[config.mk]
export PLATFORM = sky130hd
export DESIGN_NAME = dbp_data_pins
export DESIGN_NICKNAME = d
export VERILOG_FILES = /design/src/design/dbp_pkg.sv /design/src/design/dbp_data_pins.sv /design/src/design/dbp_pin_cell.sv
export SDC_FILE = /design/constraint.sdc
export NUM_CORES = 1
export LEC_CHECK = 0
export BUFFER_PORTS_ARGS = -buffer_cell sky130_fd_sc_hd__buf_2
export CORE_ASPECT_RATIO = 1.2
export CORE_MARGIN = 1
export CORE_UTILIZATION = 44
export CTS_BUF_LIST = sky130_fd_sc_hd__clkbuf_4 sky130_fd_sc_hd__clkbuf_8 sky130_fd_sc_hd__clkbuf_16
export DETAILED_ROUTE_END_ITERATION = 7
export PLACE_DENSITY = 0.85
export SYNTH_ARGS = -nofsm -noshare
export SYNTH_HDL_FRONTEND = slang
export SYNTH_HIERARCHICAL = 1
export SYNTH_SLANG_ARGS = --single-unit
[constraint.sdc]
create_clock -name clk -period 1.2 [get_ports clk]
set_input_delay 0.06 -clock clk [delete_from_list [all_inputs] [get_ports clk]]
set_output_delay 0.06 -clock clk [all_outputs]
set_load 0.01 [all_outputs]
[src/design/dbp_pkg.sv]
// dbp_pkg: constants for the low data-bus pin sharing block.
// assumes one 100 MHz system clock and a synchronous active-high reset.
package dbp_pkg;
	// ---------------------------------------------------------------
	// pin map
	// ---------------------------------------------------------------
	localparam int NUM_PINS = 8;
	localparam int PORTF_WIDTH = 16;
	// port F bit number carried by each data line 0..7
	localparam logic [4*NUM_PINS-1:0] PORTF_BIT_OF_LINE = 32'h0FEDCBA9;
	// ---------------------------------------------------------------
	// reset values
	// ---------------------------------------------------------------
	localparam logic [PORTF_WIDTH-1:0] PORTF_PERIPH_RESET = 16'hFFFF;
	localparam logic [PORTF_WIDTH-1:0] PORTF_PULLUP_RESET = 16'hFFFF;
	localparam logic [PORTF_WIDTH-1:0] PORTF_DIR_RESET = 16'h0000;
	localparam logic DRIVE_KEEP_RESET = 1'h0;
	localparam logic DRIVE_KEEP_RECOMMENDED = 1'h1;
endpackage : dbp_pkg

[src/design/dbp_data_pins.sv]
// dbp_data_pins: shares data lines 0..7 with port F bits 9..15 and 0.
// assumes the memory core flags its active transfers and the port bank
// and control register contents arrive as plain levels on clk.
`timescale 1ns/10ps
module dbp_data_pins (
	input wire logic clk,
	input wire logic sys_rst,
	input wire logic mem_active,
	input wire logic mem_write,
	input wire logic [dbp_pkg::NUM_PINS-1:0] mem_wdata,
	output logic [dbp_pkg::NUM_PINS-1:0] mem_rdata,
	input wire logic idle_bus_drive_keep,
	input wire logic periph_we,
	input wire logic [dbp_pkg::PORTF_WIDTH-1:0] periph_wdata,
	input wire logic pullup_we,
	input wire logic [dbp_pkg::PORTF_WIDTH-1:0] pullup_wdata,
	input wire logic [dbp_pkg::PORTF_WIDTH-1:0] portf_dir,
	input wire logic [dbp_pkg::PORTF_WIDTH-1:0] portf_out,
	output logic [dbp_pkg::PORTF_WIDTH-1:0] portf_in,
	output logic [dbp_pkg::PORTF_WIDTH-1:0] portf_periph_sel,
	output logic [dbp_pkg::PORTF_WIDTH-1:0] portf_pullup_enable_reg,
	input wire logic [dbp_pkg::NUM_PINS-1:0] ext_data_in,
	output logic [dbp_pkg::NUM_PINS-1:0] ext_data_out,
	output logic [dbp_pkg::NUM_PINS-1:0] ext_data_oe,
	output logic [dbp_pkg::NUM_PINS-1:0] ext_data_pullup_en,
	output logic ctrl_drive_en
);
	import dbp_pkg::*;

	// ---------------------------------------------------------------
	// helpers
	// ---------------------------------------------------------------
	function automatic logic [3:0] portf_bit(input int line);
		portf_bit = PORTF_BIT_OF_LINE[4*line +: 4];
	endfunction : portf_bit

	// ---------------------------------------------------------------
	// select and pull-up state
	// ---------------------------------------------------------------
	logic [PORTF_WIDTH-1:0] next_periph_sel;
	logic [PORTF_WIDTH-1:0] next_pullup;
	logic mem_drive;
	logic [NUM_PINS-1:0] sync_in;

	always_comb begin
		next_periph_sel = periph_we ? periph_wdata : portf_periph_sel;
		next_pullup = pullup_we ? pullup_wdata : portf_pullup_enable_reg;
		if (sys_rst) begin
			next_periph_sel = PORTF_PERIPH_RESET;
			next_pullup = PORTF_PULLUP_RESET;
		end
	end

	always_ff @(posedge clk) begin
		portf_periph_sel <= next_periph_sel;
		portf_pullup_enable_reg <= next_pullup;
	end

	// ---------------------------------------------------------------
	// bus drive: reads release the lines; idle follows drive-keep
	// ---------------------------------------------------------------
	// drive-keep resets low; software is expected to set it
	assign mem_drive = mem_active ? mem_write : idle_bus_drive_keep;
	assign ctrl_drive_en = mem_active | idle_bus_drive_keep;

	// ---------------------------------------------------------------
	// pins
	// ---------------------------------------------------------------
	for (genvar i = 0; i < NUM_PINS; i++) begin : g_pin
		dbp_pin_cell u_cell (
			.clk(clk),
			.sys_rst(sys_rst),
			.mem_sel(portf_periph_sel[portf_bit(i)]),
			.mem_drive(mem_drive),
			.mem_out(mem_wdata[i]),
			.gpio_dir_out(portf_dir[portf_bit(i)]),
			.gpio_out(portf_out[portf_bit(i)]),
			.pullup_en(portf_pullup_enable_reg[portf_bit(i)]),
			.pad_in(ext_data_in[i]),
			.pad_out(ext_data_out[i]),
			.pad_oe(ext_data_oe[i]),
			.pad_pullup_en(ext_data_pullup_en[i]),
			.pin_sync(sync_in[i])
		);
	end

	// unshared port bits 1..8 read zero here
	always_comb begin
		portf_in = '0;
		mem_rdata = sync_in;
		for (int i = 0; i < NUM_PINS; i++) begin
			portf_in[portf_bit(i)] = sync_in[i];
		end
	end

	a_reset_mem_sel: assert property (@(posedge clk) sys_rst |=> portf_periph_sel == PORTF_PERIPH_RESET)
		else $error("reset did not select memory function");
	a_reset_pullup: assert property (@(posedge clk) sys_rst |=> portf_pullup_enable_reg == PORTF_PULLUP_RESET)
		else $error("reset did not enable pull-ups");
	a_sel_hold: assert property (@(posedge clk) disable iff (sys_rst)
		!periph_we |=> portf_periph_sel == $past(portf_periph_sel))
		else $error("pin select changed without a write");
	a_idle_float: assert property (@(posedge clk) disable iff (sys_rst)
		!mem_active && !idle_bus_drive_keep && portf_periph_sel[9] |=> !ext_data_oe[0])
		else $error("idle bus driven with drive-keep clear");
	a_idle_keep: assert property (@(posedge clk) disable iff (sys_rst)
		!mem_active && idle_bus_drive_keep && portf_periph_sel[9] |=> ext_data_oe[0])
		else $error("idle bus released with drive-keep set");
	a_ctrl_idle: assert property (@(posedge clk) !mem_active && !idle_bus_drive_keep |-> !ctrl_drive_en)
		else $error("control outputs driven on idle bus");
	a_ctrl_active: assert property (@(posedge clk) mem_active |-> ctrl_drive_en)
		else $error("control outputs released during transfer");
	a_write_data: assert property (@(posedge clk) disable iff (sys_rst)
		mem_active && mem_write && portf_periph_sel[0] |=> ext_data_out[7] == $past(mem_wdata[7]))
		else $error("write data not on line 7");
	a_read_release: assert property (@(posedge clk) disable iff (sys_rst)
		mem_active && !mem_write && portf_periph_sel[0] |=> !ext_data_oe[7])
		else $error("line 7 driven during read");
	a_pullup_off: assert property (@(posedge clk) disable iff (sys_rst)
		portf_pullup_enable_reg[9] == 1'h0 |=> !ext_data_pullup_en[0])
		else $error("pull-up of line 0 not disabled");
	a_gpio_out: assert property (@(posedge clk) disable iff (sys_rst)
		!portf_periph_sel[15] && portf_dir[15] |=> ext_data_oe[6] && ext_data_out[6] == $past(portf_out[15]))
		else $error("port bit 15 output not driven");
endmodule : dbp_data_pins

[src/design/dbp_pin_cell.sv]
// dbp_pin_cell: one shared data/port pin, output stage and input sync.
// assumes the pad resolves its level from out, oe and pull-up enable.
`timescale 1ns/10ps
module dbp_pin_cell (
	input wire logic clk,
	input wire logic sys_rst,
	input wire logic mem_sel,
	input wire logic mem_drive,
	input wire logic mem_out,
	input wire logic gpio_dir_out,
	input wire logic gpio_out,
	input wire logic pullup_en,
	input wire logic pad_in,
	output logic pad_out,
	output logic pad_oe,
	output logic pad_pullup_en,
	output logic pin_sync
);
	logic sync1;
	logic next_sync1;
	logic next_pin_sync;
	logic next_pad_out;
	logic next_pad_oe;
	logic next_pad_pullup_en;

	always_comb begin
		next_sync1 = pad_in;
		next_pin_sync = sync1;
		if (mem_sel) begin
			next_pad_out = mem_out;
			next_pad_oe = mem_drive;
		end else begin
			next_pad_out = gpio_out;
			next_pad_oe = gpio_dir_out;
		end
		next_pad_pullup_en = pullup_en;
		if (sys_rst) begin
			next_pad_oe = 1'h0;
			next_pad_pullup_en = 1'h1;
			next_pad_out = 1'h0;
		end
	end

	// outputs registered; reset handled above so drivers go off at the edge
	always_ff @(posedge clk) begin
		sync1 <= next_sync1;
		pin_sync <= next_pin_sync;
		pad_out <= next_pad_out;
		pad_oe <= next_pad_oe;
		pad_pullup_en <= next_pad_pullup_en;
	end

	a_reset_drv_off: assert property (@(posedge clk) sys_rst |=> !pad_oe && pad_pullup_en)
		else $error("pin driven or pull-up off after reset edge");
	a_gpio_dir: assert property (@(posedge clk) disable iff (sys_rst)
		!mem_sel && !gpio_dir_out |=> !pad_oe)
		else $error("input-mode port pin driven");
endmodule : dbp_pin_cell

Word-level counts from Yosys, hierarchy flattened. Cells that the tools add are included.

Flip-flop bits (word level): 72. Latch bits: 0. RAM bits: 0. Memory bits (read-only): 0. Input bits: 87. Output and inout port bits: 81. Word-level logic and storage cells: 60. Memories kept: 0.

$add $sub $neg: 0. Multiply operators: 0. Divide/modulo/power cells: 0. $lt $le $gt $ge: 0. Eq/ne operators: 0. Shifts and indexed selects: 0. Mux-type cells: 17. Bitwise logic cells: 1. Reduce and logical (&&, ||, !) cells: 0.

Operators with widths (number): $mux W1 (17); $or A1 B1 Y1 (1).

Longest topological paths before layout. Gate-level depths: netlist (run 1).

Depth after elaboration: 2. Mapped depth: 3. Depth with buffers taken out: 3.

By module. The synthesis (run 1) kept the hierarchy.

Modules (own cells, without submodules): dbp_data_pins (times used 1, cells an instance 124, area each 1336.3 sq um, seq. area each 640.6 sq um); dbp_pin_cell (times used 8, cells an instance 10, area each 133.9 sq um, seq. area each 100.1 sq um).

Least setup slack after synthesis (run 1). OpenSTA, ideal clock, no wires.

Kind: register to register. Start point: register portf_periph_sel[15] (netlist name). End point: register portf_periph_sel[15] (netlist bit). Library setup time: 0.120 ns. Arrival time: 0.693 ns. Data required time: 1.080 ns. Path slack: 0.387 ns. Cell stages (with the launch flop): 3. Buffers on the path: 0. Clock period less this slack: 0.813 ns. Path through: dfxtp_1 > nor2b_1 > a211o_1.

RTL lines: end signal: assignment (RTL line dbp_data_pins.sv:55) `portf_periph_sel <= next_periph_sel;`; end: declaration (RTL line dbp_data_pins.sv:20) `output logic [dbp_pkg::PORTF_WIDTH-1:0] portf_periph_sel,`.

Worst setup path in the final report (run 1).
Start point: register portf_periph_sel[10] (netlist bit). End point: output portf_periph_sel[10] (netlist bit).

No word-level cell between the ends.

==> results of run 1 <==
## cell usage after synthesis
cell,n,area (um^2)
sky130_fd_sc_hd__dfxtp_1,72,1440
sky130_fd_sc_hd__buf_2,2,10.0
sky130_fd_sc_hd__conb_1,1,3.75
sky130_fd_sc_hd__mux2i_1,16,160
sky130_fd_sc_hd__buf_4,18,135
sky130_fd_sc_hd__clkbuf_1,1,3.75
sky130_fd_sc_hd__nor2_1,16,60.1
sky130_fd_sc_hd__or2_2,9,56.3
sky130_fd_sc_hd__mux2_2,1,11.3
sky130_fd_sc_hd__a211o_1,32,280
sky130_fd_sc_hd__nor2b_1,32,200
sky130_fd_sc_hd__buf_6,4,45.0
## metrics by stage
stage | cell area, um^2 | util (%) | cells | setup slack, ps | hold WS, ps
floorplan | 2430 | - | 211 | 387 | 87.7
global placement | 3050 | 58.0 | 392 | 261 | 162
CTS | 3890 | 74.0 | 472 | 213 | 160
detailed placement | 3050 | 58.0 | 392 | 234 | 164
finish | 3890 | 74.0 | 472 | 217 | 185
global route | 3890 | 74.0 | 472 | 167 | 183
## placed cells by master, fill, tap and decap left out, types with 2 or more instances in the layout
cell,n
sky130_fd_sc_hd__a211o_1,32
sky130_fd_sc_hd__buf_2,143
sky130_fd_sc_hd__clkbuf_8,9
sky130_fd_sc_hd__clkinvlp_4,2
sky130_fd_sc_hd__conb_1,8
sky130_fd_sc_hd__dfxtp_1,72
sky130_fd_sc_hd__dlygate4sd3_1,64
sky130_fd_sc_hd__mux2i_1,16
sky130_fd_sc_hd__nor2_1,16
sky130_fd_sc_hd__nor2b_1,32
sky130_fd_sc_hd__or2_2,9
## worst min-delay path by stage
stage	from	endpoint	cells past startpoint
6_report	sys_rst	g_pin[7].u_cell/pad_out	3
2_1_floorplan	ext_data_in[0]	g_pin[0].u_cell/next_pin_sync	0
3_3_place_gp	ext_data_in[1]	g_pin[1].u_cell/next_pin_sync	1
4_1_cts	sys_rst	g_pin[5].u_cell/pad_oe	3
3_5_place_dp	ext_data_in[1]	g_pin[1].u_cell/next_pin_sync	1
5_1_grt	sys_rst	g_pin[5].u_cell/pad_out	3
## logic make-up (layout without fill, tap and decap cells)
| family | Yosys count | count (layout) |
|---|---|---|
| AND/OR/NAND/NOR | 57 | 57 |
| flip-flops | 72 | 72 |
| AO/OA/AOI/OAI | 32 | 32 |
| multiplexers | 17 | 17 |
| other | 1 | 8 |
| buffers and inverters | 25 | 224 |
## worst min-delay path: cells and delay by family
family | cells | cell delay, ps
buffers and inverters | 2 | 280
AND/OR/NAND/NOR | 1 | 110
## final cells by class
class	count	area share, %
flip-flops and latches	72	37.0
well taps	62	1.99
repair buffers	208	35.4
clock inverters	6	1.74
clock buffers	10	3.38
multi-input cells	114	20.5
## metal layers
| layer | vias to the layer above | part of all wire [%] | routed length (um) |
|---|---|---|---|
| li1 | 1070 | - | - |
| met1 | 1028 | 37 | 2300 |
| met3 | 16 | 6.7 | 418 |
| met5 | - | 0 | 0 |
| met4 | 0 | 2.6 | 163 |
| met2 | 108 | 54 | 3340 |
## where the power goes
| group | total [mW] | internal (mW) | switching [mW] |
|---|---|---|---|
| Clock | 1.86 | 0.990 | 0.869 |
| Combinational | 0.806 | 0.458 | 0.347 |
| Sequential | 2.62 | 2.55 | 0.0739 |
==> run_summary.xml, run 1 <==
<?xml version="1.0" encoding="UTF-8"?>
<metrics>
  <group name="cells_and_area">
    <metric name="fill_cells" unit="">341</metric>
    <metric name="drive_above_1_share" unit="%">41.5</metric>
    <metric name="multi_input_comb_area" unit="um^2">798</metric>
    <metric name="layout_overhead_on_the_synthesized_area" unit="%">61.7</metric>
    <metric name="fin_nets" unit="">492</metric>
    <metric name="num_antenna_cells" unit="">0</metric>
    <metric name="register_cell_area_after_layout" unit="um^2">1440</metric>
  </group>
  <group name="hold_path">
    <metric name="worstHoldPathType" unit="">input port to register</metric>
  </group>
  <group name="synthesis">
    <metric name="synth_seq_area_share" unit="%">59.9</metric>
    <metric name="synthesis.instances" unit="">204</metric>
    <metric name="postSynthRegisterBits" unit="">72</metric>
    <metric name="compound_cell_area_share_of_the_yosys_netlist" unit="%">11.6</metric>
    <metric name="dominant_combinational_cell_family_by_area_after_synthesis" unit="">simple AND/OR/NAND/NOR gates</metric>
    <metric name="synthDistinctLibCells" unit="">12</metric>
    <metric name="synthMuxAreaShare" unit="%">7.12</metric>
    <metric name="post_synth_xor_xnor_area" unit="%">0</metric>
    <metric name="synthesis.area_per_instance" unit="um^2">11.8</metric>
    <metric name="yosys_warnings" unit="">6</metric>
    <metric name="synth_simple_gate_area_share" unit="%">13.1</metric>
    <metric name="post_synth_instance_area" unit="um^2">2410</metric>
    <metric name="synth_adder_area_share" unit="%">0</metric>
  </group>
  <group name="sta">
    <metric name="timing.final.hold_violations" unit="">0</metric>
    <metric name="accumulated_negative_setup_slack" unit="ps">0</metric>
    <metric name="timing.slew.headroom" unit="%">63.8</metric>
    <metric name="timing.clock.skew" unit="ps">7.46</metric>
    <metric name="fmaxAchievable" unit="MHz">1020</metric>
    <metric name="period_share" unit="%">81.9</metric>
    <metric name="slew_violations" unit="">0</metric>
    <metric name="final_period_minus_worst_setup_slack" unit="ps">983</metric>
    <metric name="rsz0062_at_grt" unit="">false</metric>
    <metric name="setup-violations-final" unit="">0</metric>
    <metric name="max_slew.worst_pin.slew" unit="ps">543</metric>
  </group>
  <group name="detailed_routing">
    <metric name="dr.pass1.iters" unit="">4</metric>
    <metric name="routed_wire_length_per_instance" unit="um">13.2</metric>
    <metric name="drc" unit="">0</metric>
    <metric name="drt-total-wl" unit="mm">6.21</metric>
    <metric name="antenna_left" unit="">0</metric>
    <metric name="post_drt_via_cell_ratio" unit="">4.71</metric>
    <metric name="vias" unit="">2222</metric>
    <metric name="first_iter_violations" unit="">65</metric>
  </group>
  <group name="critical_path">
    <metric name="reg2regPathDepth" unit="">2</metric>
    <metric name="required" unit="ps">1140</metric>
    <metric name="timing.critical_path.max_delay_family" unit="">flip-flops</metric>
    <metric name="worst_setup_path_startpoint" unit="">portf_periph_sel[10]</metric>
    <metric name="cpMaxStageDelayCell" unit="">sky130_fd_sc_hd__dfxtp_1</metric>
    <metric name="critical_path.max_fanout" unit="">4</metric>
    <metric name="critical_path_arrival" unit="ps">920</metric>
    <metric name="crit_path_end" unit="">portf_periph_sel[10]</metric>
    <metric name="critPathKind" unit="">register to output port</metric>
    <metric name="timing.critical_path.slowest_cell_delay" unit="ps">420</metric>
    <metric name="endpoint_kind" unit="">output port</metric>
    <metric name="reg_to_reg_slack_setup" unit="ps">310</metric>
    <metric name="critPathBufInv" unit="">1</metric>
    <metric name="reg2reg_to" unit="">portf_periph_sel[10]</metric>
    <metric name="setup.worst_path.start_class" unit="">register</metric>
    <metric name="timing.critical_path.depth" unit="">1</metric>
    <metric name="crit_chain" unit="">buf_2</metric>
    <metric name="worst_r2r_startpoint" unit="">portf_periph_sel[10]</metric>
  </group>
  <group name="power">
    <metric name="ir_drop" unit="mV">0.947</metric>
    <metric name="ratio_of_total_power_to_cell_area" unit="nW/um^2">1360</metric>
    <metric name="p_total" unit="mW">5.29</metric>
    <metric name="p_leak" unit="nW">1.90</metric>
  </group>
  <group name="floorplan">
    <metric name="die_width" unit="um">69.5</metric>
    <metric name="placementRows" unit="">29</metric>
    <metric name="core-area" unit="um^2">5260</metric>
    <metric name="dieHeight" unit="um">83.0</metric>
    <metric name="starting_density_of_the_core" unit="%">45.8</metric>
    <metric name="die_area" unit="um^2">5770</metric>
    <metric name="io-pin-count" unit="">168</metric>
  </group>
  <group name="clock_tree">
    <metric name="cts_num_sinks" unit="">72</metric>
    <metric name="number_of_hold_buffers_added_after_cts" unit="">64</metric>
    <metric name="clk_transition_reported_paths" unit="ps">80</metric>
    <metric name="ctsLongestPathBuffers" unit="">2</metric>
    <metric name="post_cts_resized" unit="">0</metric>
    <metric name="htreeDepth" unit="">3</metric>
    <metric name="tritoncts_clock_tree" unit="">built</metric>
    <metric name="numCtsBuffers" unit="">9</metric>
    <metric name="clk_latency" unit="ps">330</metric>
    <metric name="root_buffer" unit="">sky130_fd_sc_hd__clkbuf_8</metric>
    <metric name="postCtsSetupBuffers" unit="">0</metric>
  </group>
  <group name="placement">
    <metric name="gp_congestion" unit="">0.723</metric>
    <metric name="numPortBuffers" unit="">143</metric>
    <metric name="hpwlAfterDp" unit="mm">3.31</metric>
  </group>
  <group name="run">
    <metric name="maxCapViolations" unit="">0</metric>
  </group>
  <group name="grt">
    <metric name="antenna_violations_before_repair" unit="">0</metric>
    <metric name="global_route.usage.met2" unit="%">41.1</metric>
    <metric name="wire_length_of_the_first_global_routing_pass" unit="mm">9.92</metric>
    <metric name="first_global_vias" unit="">2152</metric>
    <metric name="top_usage_layer_grt" unit="">met2</metric>
    <metric name="grt_use_met3" unit="%">5.83</metric>
    <metric name="globalRouteTotalUtil" unit="%">22.1</metric>
    <metric name="gr-total-overflow" unit="">0</metric>
    <metric name="grt_use_met1" unit="%">22.3</metric>
    <metric name="grt_max_degree" unit="">57</metric>
  </group>
  <group name="status">
    <metric name="run_status" unit="">finished clean</metric>
  </group>
</metrics>
(Power assumes the default switching activity.)
==> inputs of run 2 (changes only) <==
--- a/config.mk
+++ b/config.mk
@@ -8,10 +8,10 @@
 export BUFFER_PORTS_ARGS = -buffer_cell sky130_fd_sc_hd__buf_2
 export CORE_ASPECT_RATIO = 1.2
 export CORE_MARGIN = 1
-export CORE_UTILIZATION = 44
+export CORE_UTILIZATION = 40
 export CTS_BUF_LIST = sky130_fd_sc_hd__clkbuf_4 sky130_fd_sc_hd__clkbuf_8 sky130_fd_sc_hd__clkbuf_16
 export DETAILED_ROUTE_END_ITERATION = 7
-export PLACE_DENSITY = 0.85
+export PLACE_DENSITY = 0.78
 export SYNTH_ARGS = -nofsm -noshare
 export SYNTH_HDL_FRONTEND = slang
 export SYNTH_HIERARCHICAL = 1
==> constraint.sdc (replaced) <==
create_clock -name clk -period 1 [get_ports clk]
set_input_delay 0.05 -clock clk [delete_from_list [all_inputs] [get_ports clk]]
set_output_delay 0.05 -clock clk [all_outputs]
set_load 0.01 [all_outputs]
==> run_summary.xml, run 2 (synthesis gave the netlist of run 1 again) <==
<?xml version="1.0" encoding="UTF-8"?>
<metrics>
  <group name="placement">
    <metric name="gp_congestion" unit="">0.686</metric>
    <metric name="dpl_worst_slack" unit="ps">54.1</metric>
    <metric name="hpwlAfterDp" unit="mm">3.35</metric>
    <metric name="numPortBuffers" unit="">143</metric>
  </group>
  <group name="cells_and_area">
    <metric name="layout_overhead_on_the_synthesized_area" unit="%">64.4</metric>
    <metric name="layout_commonest_cell" unit="">sky130_fd_sc_hd__buf_2</metric>
    <metric name="drive_above_1_share" unit="%">43.1</metric>
    <metric name="final_core_utilization" unit="%">68.9</metric>
    <metric name="fin_nets" unit="">493</metric>
    <metric name="num_antenna_cells" unit="">0</metric>
    <metric name="most-common-layout-cells" unit="">sky130_fd_sc_hd__buf_2 (143), sky130_fd_sc_hd__dfxtp_1 (66), sky130_fd_sc_hd__dlygate4sd3_1 (64)</metric>
  </group>
  <group name="clock_tree">
    <metric name="root_buffer" unit="">sky130_fd_sc_hd__clkbuf_8</metric>
    <metric name="clk_transition_reported_paths" unit="ps">80</metric>
    <metric name="numCtsBuffers" unit="">9</metric>
    <metric name="clk_latency" unit="ps">340</metric>
    <metric name="htreeDepth" unit="">3</metric>
    <metric name="cts_num_sinks" unit="">72</metric>
    <metric name="ctsLongestPathBuffers" unit="">2</metric>
    <metric name="tritoncts_clock_tree" unit="">built</metric>
    <metric name="postCtsSetupBuffers" unit="">0</metric>
  </group>
  <group name="grt">
    <metric name="antenna_violations_before_repair" unit="">0</metric>
    <metric name="grt_max_degree" unit="">50</metric>
    <metric name="globalRouteTotalUtil" unit="%">19.6</metric>
    <metric name="first_global_vias" unit="">2078</metric>
    <metric name="wire_length_of_the_first_global_routing_pass" unit="mm">9.32</metric>
    <metric name="gr-total-overflow" unit="">0</metric>
  </group>
  <group name="sta">
    <metric name="accumulated_negative_setup_slack" unit="ps">0</metric>
    <metric name="max_slew.worst_pin.slew" unit="ps">559</metric>
    <metric name="timing.final.hold_violations" unit="">0</metric>
    <metric name="finalWorstSetupSlack" unit="ps">43.0</metric>
    <metric name="timing.slew.headroom" unit="%">62.8</metric>
    <metric name="setup-violations-final" unit="">0</metric>
    <metric name="final_period_minus_worst_setup_slack" unit="ps">957</metric>
    <metric name="timing.clock.skew" unit="ps">5.20</metric>
    <metric name="slew_violations" unit="">0</metric>
    <metric name="rsz0062_at_grt" unit="">false</metric>
    <metric name="fmaxAchievable" unit="MHz">1040</metric>
    <metric name="period_share" unit="%">95.7</metric>
  </group>
  <group name="power">
    <metric name="ratio_of_total_power_to_cell_area" unit="nW/um^2">1680</metric>
    <metric name="seq_power_share" unit="%">47.2</metric>
    <metric name="switching_share" unit="%">24.3</metric>
    <metric name="power_report.internal_total" unit="mW">5.04</metric>
    <metric name="p_leak" unit="nW">1.92</metric>
    <metric name="power_frac_comb" unit="%">14.5</metric>
    <metric name="ir_drop" unit="mV">1.17</metric>
    <metric name="clock_power_share" unit="%">38.3</metric>
    <metric name="netsw" unit="mW">1.62</metric>
  </group>
  <group name="critical_path">
    <metric name="endpoint_kind" unit="">output port</metric>
    <metric name="critical_path.max_fanout" unit="">4</metric>
    <metric name="cpMaxStageDelayCell" unit="">sky130_fd_sc_hd__dfxtp_1</metric>
    <metric name="setup.worst_path.start_class" unit="">register</metric>
    <metric name="timing.critical_path.slowest_cell_delay" unit="ps">410</metric>
    <metric name="critPathKind" unit="">register to output port</metric>
    <metric name="crit_chain" unit="">buf_2</metric>
    <metric name="required" unit="ps">950</metric>
    <metric name="critical_path_arrival" unit="ps">910</metric>
    <metric name="timing.critical_path.max_delay_family" unit="">flip-flops</metric>
    <metric name="critPathBufInv" unit="">1</metric>
  </group>
  <group name="detailed_routing">
    <metric name="routed_wire_length_per_instance" unit="um">12.7</metric>
    <metric name="post_drt_via_cell_ratio" unit="">4.44</metric>
    <metric name="first_iter_violations" unit="">47</metric>
    <metric name="dr.pass1.iters" unit="">4</metric>
    <metric name="drc" unit="">0</metric>
    <metric name="drt-total-wl" unit="mm">6.21</metric>
    <metric name="vias" unit="">2179</metric>
    <metric name="antenna_left" unit="">0</metric>
  </group>
  <group name="floorplan">
    <metric name="core-area" unit="um^2">5740</metric>
    <metric name="die_area" unit="um^2">6330</metric>
    <metric name="starting_density_of_the_core" unit="%">41.9</metric>
    <metric name="die_width" unit="um">72.8</metric>
    <metric name="io-pin-count" unit="">168</metric>
    <metric name="dieHeight" unit="um">87.0</metric>
    <metric name="placementRows" unit="">30</metric>
  </group>
  <group name="hold_path">
    <metric name="worstHoldPathType" unit="">input port to register</metric>
  </group>
  <group name="status">
    <metric name="run_status" unit="">finished clean</metric>
  </group>
  <group name="run">
    <metric name="maxCapViolations" unit="">0</metric>
  </group>
</metrics>
## run 2: path summary, 6_finish.rpt
path                                               startpoint                        to  slack [ps]  cells after the start
worst max-delay path                     portf_periph_sel[10]      portf_periph_sel[10]          40                      1
worst min-delay path                                  sys_rst    g_pin[2].u_cell/pad_oe          80                      3
worst max register to register            portf_periph_sel[9]       portf_periph_sel[9]         100                      2
worst min register to register  g_pin[6].u_cell/next_pin_sync  g_pin[6].u_cell/pin_sync         330                      0
## run 2: repair_timing
action                     CTS  global route
setup endpoints to repair    0             6
hold buffers                64             0
gates resized for setup      0             6
hold endpoints to repair    56             0
## run 2: cell type report
cell class | instances | area [um^2]
Clock buffer | 9 | 124
Multi-Input combinational cell | 114 | 798
Timing Repair Buffer | 209 | 1380
Fill cell | 430 | 1780
Tap cell | 80 | 100
Clock inverter | 7 | 104
Sequential cell | 72 | 1450
## run 2: layer usage
| metal | global-route usage (%) | routed length [um] |
|---|---|---|
| met1 | 18.6 | 2340 |
| met4 | 11.6 | 227 |
| met2 | 37.5 | 3290 |
| met3 | 4.98 | 349 |
| met5 | 0 | 0 |
## run 2: per-stage QoR
| stage | power (mW) | instance area (um^2) | std cells | hold WS [ps] |
|---|---|---|---|---|
| after detailed placement | 3.96 | 3080 | 411 | 154 |
| final | 6.66 | 3960 | 491 | 75.1 |
| after CTS | 6.70 | 3950 | 491 | 55.1 |
| after global routing | 6.97 | 3960 | 491 | 73.1 |
| after floorplan | 3.64 | 2430 | 211 | 77.7 |
| after global placement | 3.93 | 3080 | 411 | 154 |
## run 2: power groups by stage
| stage | Sequential (mW) | Combinational (mW) | Clock, mW |
|---|---|---|---|
| after CTS | 3.14 | 0.950 | 2.62 |
| after global routing | 3.17 | 1.05 | 2.75 |
| after detailed placement | 3.20 | 0.755 | 0 |
| after global placement | 3.20 | 0.738 | 0 |
| after floorplan | 3.29 | 0.349 | 0 |
| final | 3.14 | 0.969 | 2.55 |
==> inputs of run 3 (changes only) <==
--- a/config.mk
+++ b/config.mk
@@ -5,7 +5,7 @@
 export SDC_FILE = /design/constraint.sdc
 export NUM_CORES = 1
 export LEC_CHECK = 0
-export BUFFER_PORTS_ARGS = -buffer_cell sky130_fd_sc_hd__buf_2
+export BUFFER_PORTS_ARGS = -buffer_cell sky130_fd_sc_hd__clkbuf_2
 export CORE_ASPECT_RATIO = 1.2
 export CORE_MARGIN = 1
 export CORE_UTILIZATION = 40
==> run_summary.xml, run 3 (synthesis gave the netlist of run 1 again) <==
<?xml version="1.0" encoding="UTF-8"?>
<metrics>
  <group name="status">
    <metric name="run_status" unit="">finished clean</metric>
  </group>
  <group name="critical_path">
    <metric name="worst_r2r_startpoint" unit="">portf_periph_sel[11]</metric>
    <metric name="timing.critical_path.max_delay_family" unit="">flip-flops</metric>
    <metric name="crit_chain" unit="">clkbuf_2</metric>
    <metric name="timing.critical_path.slowest_cell_delay" unit="ps">410</metric>
    <metric name="reg2regPathDepth" unit="">2</metric>
    <metric name="required" unit="ps">950</metric>
    <metric name="critical_path_arrival" unit="ps">900</metric>
    <metric name="timing.critical_path.depth" unit="">1</metric>
    <metric name="cpMaxStageDelayCell" unit="">sky130_fd_sc_hd__dfxtp_1</metric>
    <metric name="setup.worst_path.start_class" unit="">register</metric>
    <metric name="critPathKind" unit="">register to output port</metric>
    <metric name="worst_setup_path_startpoint" unit="">portf_periph_sel[11]</metric>
    <metric name="critical_path.max_fanout" unit="">4</metric>
    <metric name="endpoint_kind" unit="">output port</metric>
    <metric name="critPathBufInv" unit="">1</metric>
  </group>
  <group name="detailed_routing">
    <metric name="routed_wire_length_per_instance" unit="um">12.6</metric>
    <metric name="drt-total-wl" unit="mm">6.24</metric>
    <metric name="dr.max_layer_used" unit="">met4</metric>
    <metric name="dr_wl_met3" unit="um">378</metric>
    <metric name="drc" unit="">0</metric>
    <metric name="wl_met1" unit="mm">2.22</metric>
    <metric name="vias" unit="">2180</metric>
    <metric name="dr.pass1.iters" unit="">4</metric>
    <metric name="post_drt_via_cell_ratio" unit="">4.42</metric>
    <metric name="antenna_left" unit="">0</metric>
    <metric name="route.met2.wl" unit="mm">3.50</metric>
    <metric name="first_iter_violations" unit="">24</metric>
  </group>
  <group name="power">
    <metric name="ratio_of_total_power_to_cell_area" unit="nW/um^2">1610</metric>
    <metric name="switching_share" unit="%">24.5</metric>
    <metric name="ir_drop" unit="mV">1.31</metric>
    <metric name="power_frac_comb" unit="%">15.4</metric>
    <metric name="netsw" unit="mW">1.58</metric>
    <metric name="p_leak" unit="nW">1.98</metric>
    <metric name="power_report.internal_total" unit="mW">4.86</metric>
    <metric name="seq_power_share" unit="%">49.0</metric>
    <metric name="clock_power_share" unit="%">35.5</metric>
  </group>
  <group name="cells_and_area">
    <metric name="cell_area_after_layout" unit="um^2">3990</metric>
    <metric name="layout_commonest_cell" unit="">sky130_fd_sc_hd__clkbuf_2</metric>
    <metric name="num_antenna_cells" unit="">0</metric>
    <metric name="fin_nets" unit="">495</metric>
    <metric name="register_cell_area_after_layout" unit="um^2">1450</metric>
    <metric name="layout_overhead_on_the_synthesized_area" unit="%">65.6</metric>
    <metric name="drive_above_1_share" unit="%">43.1</metric>
    <metric name="multi_input_comb_area" unit="um^2">798</metric>
    <metric name="most-common-layout-cells" unit="">sky130_fd_sc_hd__clkbuf_2 (143), sky130_fd_sc_hd__dfxtp_1 (67), sky130_fd_sc_hd__dlygate4sd3_1 (64)</metric>
    <metric name="final_core_utilization" unit="%">69.4</metric>
    <metric name="fill_cells" unit="">422</metric>
  </group>
  <group name="grt">
    <metric name="antenna_violations_before_repair" unit="">0</metric>
    <metric name="gr-total-overflow" unit="">0</metric>
    <metric name="first_global_vias" unit="">2100</metric>
    <metric name="wire_length_of_the_first_global_routing_pass" unit="mm">9.29</metric>
    <metric name="grt_max_degree" unit="">33</metric>
    <metric name="globalRouteTotalUtil" unit="%">19.8</metric>
  </group>
  <group name="run">
    <metric name="maxCapViolations" unit="">0</metric>
  </group>
  <group name="hold_path">
    <metric name="whs_path_depth" unit="">3</metric>
    <metric name="worstHoldPathType" unit="">input port to register</metric>
    <metric name="timing.hold.worst.start" unit="">sys_rst</metric>
  </group>
  <group name="floorplan">
    <metric name="starting_density_of_the_core" unit="%">41.9</metric>
    <metric name="die_area" unit="um^2">6330</metric>
    <metric name="core-area" unit="um^2">5740</metric>
    <metric name="io-pin-count" unit="">168</metric>
    <metric name="placementRows" unit="">30</metric>
    <metric name="die_width" unit="um">72.8</metric>
    <metric name="dieHeight" unit="um">87.0</metric>
  </group>
  <group name="sta">
    <metric name="period_share" unit="%">95.1</metric>
    <metric name="slew_violations" unit="">0</metric>
    <metric name="timing.clock.skew" unit="ps">7.63</metric>
    <metric name="timing.final.hold_violations" unit="">0</metric>
    <metric name="final_period_minus_worst_setup_slack" unit="ps">951</metric>
    <metric name="setup-violations-final" unit="">0</metric>
    <metric name="fmaxAchievable" unit="MHz">1050</metric>
    <metric name="accumulated_negative_setup_slack" unit="ps">0</metric>
    <metric name="rsz0062_at_grt" unit="">false</metric>
  </group>
  <group name="placement">
    <metric name="numPortBuffers" unit="">143</metric>
    <metric name="gp_congestion" unit="">0.707</metric>
    <metric name="placed_cell_area" unit="um^2">3140</metric>
  </group>
  <group name="clock_tree">
    <metric name="htreeDepth" unit="">3</metric>
    <metric name="root_buffer" unit="">sky130_fd_sc_hd__clkbuf_8</metric>
    <metric name="clk_latency" unit="ps">330</metric>
    <metric name="cts_num_sinks" unit="">72</metric>
    <metric name="clk_transition_reported_paths" unit="ps">80</metric>
    <metric name="ctsLongestPathBuffers" unit="">2</metric>
    <metric name="tritoncts_clock_tree" unit="">built</metric>
    <metric name="numCtsBuffers" unit="">9</metric>
    <metric name="postCtsSetupBuffers" unit="">0</metric>
  </group>
</metrics>
## run 3: final timing paths
kind / slack, ps / end
setup / recovery: 50 / portf_periph_sel[11]
hold / removal: 150 / g_pin[7].u_cell/pad_out
setup reg to reg: 180 / portf_periph_sel[11]
hold reg to reg: 330 / g_pin[1].u_cell/pin_sync
## run 3: through the flow
| stage | worst slack (ps) | power, mW | hold slack, ps | instances |
|---|---|---|---|---|
| 2_1_floorplan | 187 | 3.64 | 77.7 | 211 |
| 3_3_place_gp | 113 | 3.97 | 155 | 413 |
| 3_5_place_dp | 85.0 | 3.99 | 154 | 413 |
| 4_1_cts | 4.10 | 6.49 | 133 | 493 |
| 5_1_grt | 0.570 | 6.72 | 139 | 493 |
| 6_report | 48.6 | 6.43 | 146 | 493 |
## run 3: layout make-up
type,instances,area share (%)
Clock buffer,10,3.45
Clock inverter,6,1.69
Multi-Input combinational cell,114,20.0
Sequential cell,72,36.3
Tap cell,80,2.51
Timing Repair Buffer,211,36.0
## run 3: per-layer routing
metal	vias to the layer above	global-route usage (%)
met2	100	39.7
met4	0	11.1
met5	-	0
li1	1074	-
met3	14	4.98
met1	992	17.3
## run 3: what timing repair did
action	4_1_cts	5_1_grt
endpoints found under the hold margin	56	0
hold buffers	64	0
gates resized for setup	0	5
setup endpoints to repair	0	5
## run 3: power groups by stage
| stage | Sequential [mW] | Clock (mW) | Combinational [mW] |
|---|---|---|---|
| global placement | 3.21 | 0 | 0.761 |
| global route | 3.17 | 2.47 | 1.08 |
| finish | 3.15 | 2.29 | 0.993 |
| detailed placement | 3.21 | 0 | 0.780 |
| CTS | 3.15 | 2.36 | 0.980 |
| floorplan | 3.29 | 0 | 0.349 |
